<file path="config.mk">
export PLATFORM = sky130hd
export DESIGN_NAME = rscs_top
export DESIGN_NICKNAME = d
export VERILOG_FILES = /design/src/core/rscs_sync.v /design/src/core/rscs_top.v
export VERILOG_INCLUDE_DIRS = /design/src /design/src/core
export SDC_FILE = /design/constraint.sdc
export NUM_CORES = 1
export LEC_CHECK = 0
export BUFFER_PORTS_ARGS = -buffer_cell sky130_fd_sc_hd__buf_2
export CAP_MARGIN = 5
export CORE_AREA = 2 2 83 85
export DETAILED_ROUTE_END_ITERATION = 12
export DIE_AREA = 0 0 85 87
export GPL_TIMING_DRIVEN = 0
export PLACE_DENSITY = 0.75
export SLEW_MARGIN = 20
export SYNTH_ARGS = -nofsm -noshare
export SYNTH_HDL_FRONTEND = slang
export SYNTH_HIERARCHICAL = 1
export SYNTH_SLANG_ARGS = --single-unit
</file>
<file path="constraint.sdc">
create_clock -name aclk -period 2.3 [get_ports aclk]
set_input_delay 0.46 -clock aclk [delete_from_list [all_inputs] [get_ports aclk]]
set_output_delay 0.46 -clock aclk [all_outputs]
set_load 0.03 [all_outputs]
</file>
<file path="src/core/rscs_regs.vh">
/*
  Constants for the reset strap clock selection block: register offsets,
  field positions, reset values, reference clock table and timing counts.
  Assumes a 20 MHz system clock and a 32-bit AXI4-Lite register bus.
*/
`ifndef RSCS_REGS_VH
`define RSCS_REGS_VH

// Register byte offsets.
`define RSCS_OFF_STRAP_STATUS 8'h00
`define RSCS_OFF_REF_FREQ     8'h04
`define RSCS_OFF_BB_RATE      8'h08
`define RSCS_OFF_AUDIO_CFG    8'h0c
`define RSCS_OFF_AUDIO_RATE   8'h10
`define RSCS_OFF_CONTROL      8'h14
`define RSCS_OFF_PLL_STATUS   8'h18

// Strap status fields.
`define RSCS_ST_CODE_LSB      0
`define RSCS_ST_SOURCE_LSB    4
`define RSCS_ST_CAPTURED_BIT  8
`define RSCS_ST_DRIVEN_BIT    9

// Audio configuration fields.
`define RSCS_AC_SLAVE_BIT     0
`define RSCS_AC_WLEN_LSB      8

// Control fields and reset value.
`define RSCS_CTL_BOOT2_BIT    0
`define RSCS_CTL_STRAP_LSB    1
`define RSCS_CTL_RESET        4'h0

// PLL status fields.
`define RSCS_PS_BYPASS_BIT    0
`define RSCS_PS_STABLE_BIT    1

// Strap codes, ordered [audio bit3, blend, oversample clock].
`define RSCS_CODE_XTAL        3'h0
`define RSCS_CODE_DIG_23M     3'h1
`define RSCS_CODE_DIG_36M     3'h2
`define RSCS_CODE_DIG_2M9     3'h3
`define RSCS_CODE_BB_650      3'h4
`define RSCS_CODE_BB_675      3'h5
`define RSCS_CODE_BB_882      3'h6
`define RSCS_CODE_AUDIO       3'h7

// Reference clock sources.
`define RSCS_SRC_CRYSTAL      2'h0
`define RSCS_SRC_DIGITAL      2'h1
`define RSCS_SRC_BASEBAND     2'h2
`define RSCS_SRC_AUDIO        2'h3

// Reference frequencies in Hz.
`define RSCS_HZ_28M224        32'h01aeaa00
`define RSCS_HZ_23M3472       32'h01644000
`define RSCS_HZ_36M48         32'h022ca400
`define RSCS_HZ_2M9184        32'h002c8800
`define RSCS_HZ_10M4          32'h009eb100
`define RSCS_HZ_10M8          32'h00a4cb80
`define RSCS_HZ_14M112        32'h00d75500

// Baseband sample rates in kS/s and their codes.
`define RSCS_KSPS_650         32'h0000028a
`define RSCS_KSPS_675         32'h000002a3
`define RSCS_KSPS_882         32'h00000372
`define RSCS_BBR_NONE         2'h0
`define RSCS_BBR_650          2'h1
`define RSCS_BBR_675          2'h2
`define RSCS_BBR_882          2'h3

// Audio input settings for the audio bit clock reference.
`define RSCS_AUDIO_RATE_HZ    32'h0000b220
`define RSCS_AUDIO_WLEN       8'h20

// Timing.
`define RSCS_CLK_PERIOD_NS    50
`define RSCS_CFG_HOLD_NS      10
`define RSCS_CFG_HOLD_CYC     (((`RSCS_CFG_HOLD_NS) + (`RSCS_CLK_PERIOD_NS) - 1) / (`RSCS_CLK_PERIOD_NS))

// Bus responses.
`define RSCS_RESP_OKAY        2'h0
`define RSCS_RESP_SLVERR      2'h2

`endif

</file>
<file path="src/core/rscs_sync.v">
/*
  Two-stage synchroniser for levels entering the system clock domain.
  Assumes the inputs are quasi-static compared with the clock.
*/
`timescale 1ns/100ps

module rscs_sync #(
  parameter WIDTH = 1
) (
  // Clock
  input  wire             aclk,
  // Asynchronous level in, synchronised level out
  input  wire [WIDTH-1:0] async_in,
  output reg  [WIDTH-1:0] sync_out
);

  reg [WIDTH-1:0] stage1;

  // The first stage feeds only the second stage.
  always @(posedge aclk) begin
    stage1   <= async_in;
    sync_out <= stage1;
  end

endmodule // rscs_sync

</file>
<file path="src/core/rscs_top.v">
/*
  Reset strap clock selection: captures the three clock strap pins when
  reset is released, decodes the reference clock mode, holds the PLLs in
  bypass, then turns the strap pins into outputs. Registers on AXI4-Lite.
  Assumes straps are stable around the release of aresetn and that the
  board pulls each undriven strap line up or down to its strap level.
*/
// Our own choices: the register addresses and register access over AXI4-Lite.
`timescale 1ns/100ps
`include "rscs_regs.vh"

module rscs_top (
  // Clock and reset
  input  wire        aclk,
  input  wire        aresetn,
  // AXI4-Lite write address
  input  wire [7:0]  awaddr,
  input  wire [2:0]  awprot,
  input  wire        awvalid,
  output wire        awready,
  // AXI4-Lite write data
  input  wire [31:0] wdata,
  input  wire [3:0]  wstrb,
  input  wire        wvalid,
  output wire        wready,
  // AXI4-Lite write response
  output reg  [1:0]  bresp,
  output reg         bvalid,
  input  wire        bready,
  // AXI4-Lite read address
  input  wire [7:0]  araddr,
  input  wire [2:0]  arprot,
  input  wire        arvalid,
  output wire        arready,
  // AXI4-Lite read data
  output reg  [31:0] rdata,
  output reg  [1:0]  rresp,
  output reg         rvalid,
  input  wire        rready,
  // Strap pins
  input  wire        audio_out_bit3_strap_in,
  output reg         audio_out_bit3_strap_out,
  output reg         audio_out_bit3_strap_oe,
  input  wire        blend_strap_in,
  output reg         blend_strap_out,
  output reg         blend_strap_oe,
  input  wire        oversample_clock_strap_in,
  output reg         oversample_clock_strap_out,
  output reg         oversample_clock_strap_oe,
  // Reference clock status
  input  wire        ref_clock_stable,
  // Clock configuration
  output reg         config_valid,
  output reg  [1:0]  ref_source,
  output reg         xtal_enable,
  output reg         pll_bypass,
  output reg  [1:0]  bbi_rate_code,
  output reg         audio_in_slave
);

  reg  [2:0]  strap_code;
  reg         captured;
  reg         strap_driven;
  reg  [1:0]  hold_cnt;
  reg  [3:0]  control;
  reg         aw_held;
  reg         w_held;
  reg  [7:0]  awaddr_q;
  reg  [31:0] wdata_q;
  reg  [3:0]  wstrb_q;
  reg  [31:0] next_rdata;
  reg  [1:0]  next_rresp;
  wire [2:0]  strap_sync;
  wire        stable_sync;
  wire        wr_go;

  // Pins pass two flip-flops before any logic reads them.
  rscs_sync #(
    .WIDTH (3)
  ) u_strap_sync (
    .aclk     (aclk),
    .async_in ({audio_out_bit3_strap_in, blend_strap_in,
                oversample_clock_strap_in}),
    .sync_out (strap_sync)
  );

  rscs_sync #(
    .WIDTH (1)
  ) u_stable_sync (
    .aclk     (aclk),
    .async_in (ref_clock_stable),
    .sync_out (stable_sync)
  );

  // Reference source for a strap code.
  function [1:0] code_source;
    input [2:0] code;
    begin
      if (code == `RSCS_CODE_XTAL) begin
        code_source = `RSCS_SRC_CRYSTAL;
      end else if (code == `RSCS_CODE_AUDIO) begin
        code_source = `RSCS_SRC_AUDIO;
      end else if (code[2]) begin
        code_source = `RSCS_SRC_BASEBAND;
      end else begin
        code_source = `RSCS_SRC_DIGITAL;
      end
    end
  endfunction

  // Reference frequency in Hz for a strap code.
  function [31:0] code_freq;
    input [2:0] code;
    begin
      case (code)
        `RSCS_CODE_XTAL:    code_freq = `RSCS_HZ_28M224;
        `RSCS_CODE_DIG_23M: code_freq = `RSCS_HZ_23M3472;
        `RSCS_CODE_DIG_36M: code_freq = `RSCS_HZ_36M48;
        `RSCS_CODE_DIG_2M9: code_freq = `RSCS_HZ_2M9184;
        `RSCS_CODE_BB_650:  code_freq = `RSCS_HZ_10M4;
        `RSCS_CODE_BB_675:  code_freq = `RSCS_HZ_10M8;
        `RSCS_CODE_BB_882:  code_freq = `RSCS_HZ_14M112;
        default:            code_freq = `RSCS_HZ_2M9184;
      endcase
    end
  endfunction

  // Baseband rate code required of the tuner for a strap code.
  function [1:0] code_bbr;
    input [2:0] code;
    begin
      case (code)
        `RSCS_CODE_BB_650: code_bbr = `RSCS_BBR_650;
        `RSCS_CODE_BB_675: code_bbr = `RSCS_BBR_675;
        `RSCS_CODE_BB_882: code_bbr = `RSCS_BBR_882;
        default:           code_bbr = `RSCS_BBR_NONE;
      endcase
    end
  endfunction

  // Register address decode for writes; reads decode the address in the read data selection.
  function mapped;
    input [7:0] addr;
    begin
      if (addr == `RSCS_OFF_STRAP_STATUS) begin
        mapped = 1'b1;
      end else if (addr == `RSCS_OFF_REF_FREQ) begin
        mapped = 1'b1;
      end else if (addr == `RSCS_OFF_BB_RATE) begin
        mapped = 1'b1;
      end else if (addr == `RSCS_OFF_AUDIO_CFG) begin
        mapped = 1'b1;
      end else if (addr == `RSCS_OFF_AUDIO_RATE) begin
        mapped = 1'b1;
      end else if (addr == `RSCS_OFF_CONTROL) begin
        mapped = 1'b1;
      end else if (addr == `RSCS_OFF_PLL_STATUS) begin
        mapped = 1'b1;
      end else begin
        mapped = 1'b0;
      end
    end
  endfunction

  // The synchronised straps still show the pre-release levels on the
  // first edge after release, so that edge is the capture point.
  always @(posedge aclk) begin
    if (!aresetn) begin
      strap_code <= 3'h0;
      captured   <= 1'b0;
    end else if (!captured) begin
      strap_code <= strap_sync;
      captured   <= 1'b1;
    end
  end

  // Straps turn into outputs once the configuration hold time has passed.
  always @(posedge aclk) begin
    if (!aresetn) begin
      hold_cnt     <= 2'h0;
      strap_driven <= 1'b0;
    end else if (captured && !strap_driven) begin
      if ({30'h0, hold_cnt} >= `RSCS_CFG_HOLD_CYC - 1) begin
        strap_driven <= 1'b1;
      end else begin
        hold_cnt <= hold_cnt + 2'h1;
      end
    end
  end

  always @(posedge aclk) begin
    if (!aresetn) begin
      audio_out_bit3_strap_oe    <= 1'b0;
      blend_strap_oe             <= 1'b0;
      oversample_clock_strap_oe  <= 1'b0;
      audio_out_bit3_strap_out   <= 1'b0;
      blend_strap_out            <= 1'b0;
      oversample_clock_strap_out <= 1'b0;
    end else begin
      audio_out_bit3_strap_oe    <= strap_driven;
      blend_strap_oe             <= strap_driven;
      oversample_clock_strap_oe  <= strap_driven;
      audio_out_bit3_strap_out   <= control[`RSCS_CTL_STRAP_LSB + 2];
      blend_strap_out            <= control[`RSCS_CTL_STRAP_LSB + 1];
      oversample_clock_strap_out <= control[`RSCS_CTL_STRAP_LSB];
    end
  end

  // Decoded clock configuration, valid once the code is captured.
  always @(posedge aclk) begin
    if (!aresetn) begin
      config_valid   <= 1'b0;
      ref_source     <= `RSCS_SRC_CRYSTAL;
      xtal_enable    <= 1'b0;
      bbi_rate_code  <= `RSCS_BBR_NONE;
      audio_in_slave <= 1'b0;
      pll_bypass     <= 1'b1;
    end else begin
      config_valid   <= captured;
      ref_source     <= code_source(strap_code);
      xtal_enable    <= captured && (strap_code == `RSCS_CODE_XTAL);
      bbi_rate_code  <= code_bbr(strap_code);
      audio_in_slave <= strap_code == `RSCS_CODE_AUDIO;
      pll_bypass     <= !(captured && stable_sync &&
                          control[`RSCS_CTL_BOOT2_BIT]);
    end
  end

  // Write channel: address and data are taken in either order.
  assign awready = !aw_held && !bvalid;
  assign wready  = !w_held && !bvalid;
  assign wr_go   = aw_held && w_held && !bvalid;

  always @(posedge aclk) begin
    if (!aresetn) begin
      aw_held  <= 1'b0;
      w_held   <= 1'b0;
      awaddr_q <= 8'h00;
      wdata_q  <= 32'h00000000;
      wstrb_q  <= 4'h0;
      bvalid   <= 1'b0;
      bresp    <= `RSCS_RESP_OKAY;
      control  <= `RSCS_CTL_RESET;
    end else begin
      if (awvalid && awready) begin
        aw_held  <= 1'b1;
        awaddr_q <= awaddr;
      end
      if (wvalid && wready) begin
        w_held  <= 1'b1;
        wdata_q <= wdata;
        wstrb_q <= wstrb;
      end
      if (wr_go) begin
        aw_held <= 1'b0;
        w_held  <= 1'b0;
        bvalid  <= 1'b1;
        if (!mapped(awaddr_q)) begin
          bresp <= `RSCS_RESP_SLVERR;
        end else begin
          bresp <= `RSCS_RESP_OKAY;
        end
        if (awaddr_q == `RSCS_OFF_CONTROL && wstrb_q[0]) begin
          control <= wdata_q[3:0];
        end
      end else if (bvalid && bready) begin
        bvalid <= 1'b0;
      end
    end
  end

  // Read data selection.
  always @* begin
    next_rdata = 32'h00000000;
    next_rresp = `RSCS_RESP_OKAY;
    if (araddr == `RSCS_OFF_STRAP_STATUS) begin
      next_rdata[`RSCS_ST_CODE_LSB +: 3]    = strap_code;
      next_rdata[`RSCS_ST_SOURCE_LSB +: 2]  = code_source(strap_code);
      next_rdata[`RSCS_ST_CAPTURED_BIT]     = captured;
      next_rdata[`RSCS_ST_DRIVEN_BIT]       = strap_driven;
    end else if (araddr == `RSCS_OFF_REF_FREQ) begin
      next_rdata = code_freq(strap_code);
    end else if (araddr == `RSCS_OFF_BB_RATE) begin
      case (code_bbr(strap_code))
        `RSCS_BBR_650: next_rdata = `RSCS_KSPS_650;
        `RSCS_BBR_675: next_rdata = `RSCS_KSPS_675;
        `RSCS_BBR_882: next_rdata = `RSCS_KSPS_882;
        default:       next_rdata = 32'h00000000;
      endcase
    end else if (araddr == `RSCS_OFF_AUDIO_CFG) begin
      if (strap_code == `RSCS_CODE_AUDIO) begin
        next_rdata[`RSCS_AC_SLAVE_BIT]    = 1'b1;
        next_rdata[`RSCS_AC_WLEN_LSB +: 8] = `RSCS_AUDIO_WLEN;
      end
    end else if (araddr == `RSCS_OFF_AUDIO_RATE) begin
      if (strap_code == `RSCS_CODE_AUDIO) begin
        next_rdata = `RSCS_AUDIO_RATE_HZ;
      end
    end else if (araddr == `RSCS_OFF_CONTROL) begin
      next_rdata[3:0] = control;
    end else if (araddr == `RSCS_OFF_PLL_STATUS) begin
      next_rdata[`RSCS_PS_BYPASS_BIT] = pll_bypass;
      next_rdata[`RSCS_PS_STABLE_BIT] = stable_sync;
    end else begin
      next_rresp = `RSCS_RESP_SLVERR;
    end
  end

  // Read channel: one read outstanding, answered the cycle after.
  assign arready = !rvalid;

  always @(posedge aclk) begin
    if (!aresetn) begin
      rvalid <= 1'b0;
      rdata  <= 32'h00000000;
      rresp  <= `RSCS_RESP_OKAY;
    end else if (arvalid && arready) begin
      rvalid <= 1'b1;
      rdata  <= next_rdata;
      rresp  <= next_rresp;
    end else if (rvalid && rready) begin
      rvalid <= 1'b0;
    end
  end

endmodule // rscs_top

</file>
# [After elaboration in Yosys (flattened, before gate mapping)]
# Cells that the tools add are included.
[totals] reg_bits=82 latchBits=0 ramBits=0 romBits=0 in_bits=69 word_cells=128 memories=0
[op_classes] n_addsub=0 multipliers=0 div=0 magnitude_cmp=0 eq_ne=21 n_shift=0 muxes=51 bitwise=1 n_reduce_logical=27
[op_table] op="26-bit one-hot mux with 6 select lines" n=1
[op_table] op="32-bit two-way mux" n=2
[op_table] op="8-bit by 5-bit equality test with 1-bit output (second input constant)" n=6
[op_table] op="2-bit two-way mux" n=20
[op_table] op="8-bit by 4-bit equality test with 1-bit output (second input constant)" n=4
[op_table] op="16-bit two-way mux" n=2
[op_table] op="10-bit one-hot mux with 3 select lines" n=1
[op_table] op="28-bit two-way mux" n=1
[op_table] op="22-bit two-way mux" n=1
[op_table] op="1-bit two-way mux" n=17
[op_table] op="8-bit by 3-bit equality test with 1-bit output (second input constant)" n=2
[op_table] op="8-bit logical NOT" n=2
[op_table] op="1-bit logical AND" n=14
[op_table] op="3-bit equality test (second input constant)" n=4
[op_table] op="8-bit two-way mux" n=1
[op_table] op="7-bit two-way mux" n=1
[op_table] op="1-bit logical NOT" n=6
[op_table] op="6-bit two-way mux" n=1
[op_table] op="2-bit one-hot mux with 3 select lines" n=1
[op_table] op="2-bit equality test (second input constant)" n=2
[op_table] op="4-bit two-way mux" n=1
[op_table] op="2-bit nonzero test" n=2
[op_table] op="3-bit by 1-bit equality test with 1-bit output (second input constant)" n=1
[op_table] op="3-bit by 2-bit equality test with 1-bit output (second input constant)" n=1
[op_table] op="other kinds (6)" n=6

# [Depth between registers and ports, before layout]
[logic_depth] word_depth=11 ltp_mapped=9 depth_no_buf=8

# [Modules after synthesis]
# The synthesis kept the hierarchy.
[by_module_without_submodules] module="rscs_top" n_inst=1 cells_each=328 area_each_um2=2905.3
[by_module_without_submodules] module="rscs_sync (u_strap_sync)" n_inst=1 cells_each=6 area_each_um2=120.1
[by_module_without_submodules] module="rscs_sync (u_stable_sync)" n_inst=1 cells_each=2 area_each_um2=40.0

# [Worst setup path after synthesis]
# Ideal clock, no wire load.
[synth_timing] path_kind="register -> register" startpoint="reg bvalid" endpoint="reg wdata_q[0]" t_arrival_ns=1.624 setup_slack_ns=0.560 path_stages_with_launch=6 path_buffers=1 cell_sequence="dfxtp_1 nor2_1 and2_1 clkbuf_1 mux2i_1 nor2b_1"
[synth_between] elab_chain_len=3
[synth_lines] item="start: declaration" line_no="rscs_top.v:28" text="output reg bvalid,"
[synth_lines] item="start signal: assignment" line_no="rscs_top.v:241" text="bvalid <= 1'b0;"
[synth_lines] item="start signal: assignment" line_no="rscs_top.v:257" text="bvalid <= 1'b1;"
[synth_lines] item="start signal: assignment" line_no="rscs_top.v:267" text="bvalid <= 1'b0;"
[synth_lines] item="1-bit logical NOT" line_no="rscs_top.v:231" text="assign wready = !w_held && !bvalid;"
[synth_lines] item="1-bit logical AND" line_no="rscs_top.v:231"
[synth_lines] item="via wready" line_no="rscs_top.v:25" text="output wire wready,"
[synth_lines] item="1-bit logical AND" line_no="rscs_top.v:249" text="if (wvalid && wready) begin"
[synth_lines] item="end signal: assignment" line_no="rscs_top.v:251" text="wdata_q <= wdata;"
[synth_lines] item="end: declaration" line_no="rscs_top.v:69" text="reg [31:0] wdata_q;"
# The timed path passes the listed nets, and every way through them passes these cells.
# A chain may end at the register's enable or synchronous reset.

# [Final worst setup path]
[layout_timing] startpoint="reg strap_code[2]" endpoint="reg rdata[9]"
[layout_between] elab_chain_len=10 elab_cells_between_ends=22 classes_between="eq/ne (9); mux (12); reduce/logical (1)"
[layout_lines] item="start: declaration" line_no="rscs_top.v:61" text="reg [2:0] strap_code;"
[layout_lines] item="start signal: assignment" line_no="rscs_top.v:172" text="strap_code <= strap_sync;"
[layout_lines] item="3-bit equality test" line_no="rscs_top.v:115, rscs_top.v:132"
[layout_lines] item="2-bit one-hot mux with 3 select lines" line_no="rscs_top.v:132" text="case (code)"
[layout_lines] item="2-bit two-way mux" line_no="rscs_top.v:283" text="end else if (araddr == `RSCS_OFF_BB_RATE) begin"
[layout_lines] item="2-bit two-way mux" line_no="rscs_top.v:281" text="end else if (araddr == `RSCS_OFF_REF_FREQ) begin"
[layout_lines] item="2-bit two-way mux" line_no="rscs_top.v:276" text="if (araddr == `RSCS_OFF_STRAP_STATUS) begin"
[layout_lines] item="2-bit equality test or 2-bit by 1-bit equality test with 1-bit output (tied branches)" line_no="rscs_top.v:284" text="case (code_bbr(strap_code))"
[layout_lines] item="10-bit one-hot mux with 3 select lines" line_no="rscs_top.v:284"
[layout_lines] item="32-bit two-way mux" line_no="rscs_top.v:283"
[layout_lines] item="32-bit two-way mux *" line_no="rscs_top.v:281"
[layout_lines] item="2-bit two-way mux *" line_no="rscs_top.v:276"
[layout_lines] item="end signal: assignment" line_no="rscs_top.v:319" text="rdata <= next_rdata;"
[layout_lines] item="end: declaration" line_no="rscs_top.v:36" text="output reg [31:0] rdata,"
# Every way passes the cells marked *; elsewhere a longest branch is shown, timed or not. The select of a mux whose other input is x is not followed.

==> reports/results.txt <==
Status: completed
Arr. time, crit path: 2280 ps
DRC errors left: 0
Asr flop ratio synth: 0
Combinational share of power: 0.124
Ratio of final minimum period to clock period: 0.886
Vias post-DR: 2698
Longest Clk Path Bufs: 2
Total chip power: 2.85 mW
Clk pin slew, worst setup/hold paths: 70 ps
First-pass GRT wire length: 12000 um
Area Growth Syn to Fin: 24.2%
Critical Setup Path Class: reg2reg
Sequential share of the synthesized area: 0.483
Die width: 85 um
Clk_lat worst skew: 350 ps
Most frequent cells after synthesis: dfxtp_1, nand2_1, nor2_1, nor2b_1, clkbuf_1
Pre-antenna DRT Iters: 4
Switching Power: 0.728 mW
Die Height: 87 um
CP Max Fanout: 10
Worst setup EP type: flop
DIE AREA: 7400 um2
Worst-margin pin slew: 547 ps
Remaining antenna violation count after routing: 0
Clock Power Share: 0.397
Sink Count: 74
Total CTS buffers: 9
CORE AREA: 6570 um2
Diode count: 0
Vias per inst: 5.23
Critical Path Source Type: flop
Top cell type by total area after synthesis: dfxtp_1
Post-synthesis cell area: 3070 um2
Switching Share: 0.256
Setup TNS: 0 ps
Top post-synthesis cells by area: dfxtp_1, nand2_1, nor2b_1
Post-synth EDFFs: 0
Clk_skew: 6.76 ps
I/O Buffers: 78
Netlist cell types: 48
RSZ-0062 raised after global routing: false
Setup violators final: 0
CTS root buf: clkbuf_8
Routed WL: 7470 um
Final hold violation count: 0
Slew headroom: 0.635
LEAKAGE: 1.69 nW
Total Nets Final: 505
Wire per inst: 14.5 um
Area of the multi-input gates: 1420 um2
Max-Cap Viols: 0
Post-synthesis cell count: 336
Synth top area share: 0.483
Tmin final: 2040 ps
1st-iter DRT viols: 154
Post-CTS Resized: 0
Internal: 2.12 mW
Crit path required time: 2540 ps
Peak VDD IR: 0.473 mV
Ports: 124
Synthesized area per cell: 9.12 um2
Gpl congestion: 0.862
Storage cell area: 1480 um2
Largest net degree at the start of global routing: 13
PwrDens: 748 nW/um2
Syn. warnings: 6
Flop pwr share: 0.478
Layout fillers: 620
Hpwl dp: 5510 um
Vias in the first global route: 2451
All-Layer GR Usage: 0.210
H-tree depth: 3
Top-count cell post-synth: dfxtp_1
Proportion of layout cells with a drive suffix above 1: 0.257
Grt ovf: 0
Setup bufs post-CTS: 0
Min-Delay Path Class: in2reg
Fmax: 491 MHz
Initial antenna violation count: 0
Hold Buf Count CTS: 0
Fin. max-slew vios: 0
CTS tree: yes
Main synth FF type: dfxtp_1
Flops & latches, synth: 74
# rows: 30
Initial Util: 0.467
[metal layers]
layer	vias to the layer above	routed length [um]	global-route usage
met3	14	601	0.0540
met4	0	142	0.0880
li1	1337	-	-
met1	1228	3400	0.283
met5	-	0	0
met2	119	3320	0.321
[critical path: stages (launching register included)]
cell and delay, ps:
dfxtp_1 430, clkbuf_1 400, nand2_1 180, ha_1 260, nor2_1 120, a22oi_1 70
a21boi_0 150, o41ai_1 340
[layout make-up]
type	instances	share of cell area
sequential	74	0.389
multi-input combinational	229	0.373
timing repair buffer	78	0.102
buffer	31	0.0407
clock buffer	11	0.0398
tap	80	0.0263
clock inverter	4	0.0197
inverter	9	0.00887
[cell families (layout without fill, tap and decap cells)]
logic type,Yosys count,after routing,share of synthesized area
other,1,8,0.00122
buffers and inverters,40,133,0.0616
flip-flops,74,74,0.483
AND/OR/NAND/NOR,139,139,0.244
AO/OA/AOI/OAI,63,63,0.145
adder cells (fa/ha/maj),4,4,0.0163
XOR/XNOR,2,2,0.00572
multiplexers,13,13,0.0424
[placed cells by master (no fill, tap or decap), types with 3 or more instances in the layout]
master    Yosys  layout
clkbuf_8      0      11
inv_1         8       8
a32oi_1       4       4
ha_1          4       4
a32o_1        5       5
conb_1        1       8
and2_1       11      11
a21boi_0     10      10
nor2_1       23      23
nor2b_1      21      21
a21oi_1       9       9
a22oi_1       5       5
nand4b_1      3       3
a22o_1        4       4
a31oi_1       9       9
buf_4        10      10
buf_2         1      79
and3_1        4       4
nand2b_1      5       5
dfxtp_1      74      74
nor3_1        4       4
mux2i_1      13      13
nand3_1       9       9
nand2_1      42      42
clkbuf_1     20      20
o21ai_0      10      10
[power by group through the flow]
| stage | clock network, mW | logic [mW] | registers [mW] |
|---|---|---|---|
| final | 1.13 | 0.354 | 1.36 |
| after global routing | 1.21 | 0.386 | 1.37 |
| after CTS | 1.15 | 0.352 | 1.36 |
| after detailed placement | 0 | 0.350 | 1.39 |
| after global placement | 0 | 0.345 | 1.39 |
| after floorplan | 0 | 0.214 | 1.42 |
[worst paths after layout]
| path | from | to | slack (ps) | depth (start not counted) |
|---|---|---|---|---|
| worst max register to register | strap_code[2] | rdata[9] | 260 | 7 |
| worst min register to register | u_stable_sync/stage1 | u_stable_sync/sync_out | 330 | 0 |
| worst max-delay path | strap_code[2] | rdata[9] | 260 | 7 |
| worst min-delay path | oversample_clock_strap_in | u_strap_sync/stage1[0] | 200 | 1 |
[metrics by stage]
stage / setup WS [ps] / cells / hold slack (ps) / util / area, um2
after CTS: 293 / 516 / 186 / 0.580 / 3810
final: 263 / 516 / 202 / 0.580 / 3810
after global routing: 117 / 516 / 184 / 0.580 / 3810
after floorplan: 560 / 343 / 310 / - / 3090
after detailed placement: 302 / 501 / 312 / 0.545 / 3580
after global placement: 344 / 501 / 310 / 0.545 / 3580
[registers in the layout, summed over array words and instances, names as in the netlist, 2 cells and up]
| signal | count |
|---|---|
| u_strap_sync/stage1 | 3 |
| awaddr_q | 8 |
| u_strap_sync/sync_out | 3 |
| control | 4 |
| bbi_rate_code | 2 |
| strap_code | 3 |
| wdata_q | 4 |
| rdata | 26 |
| ref_source | 2 |
Power figures use the tool's default switching activity.
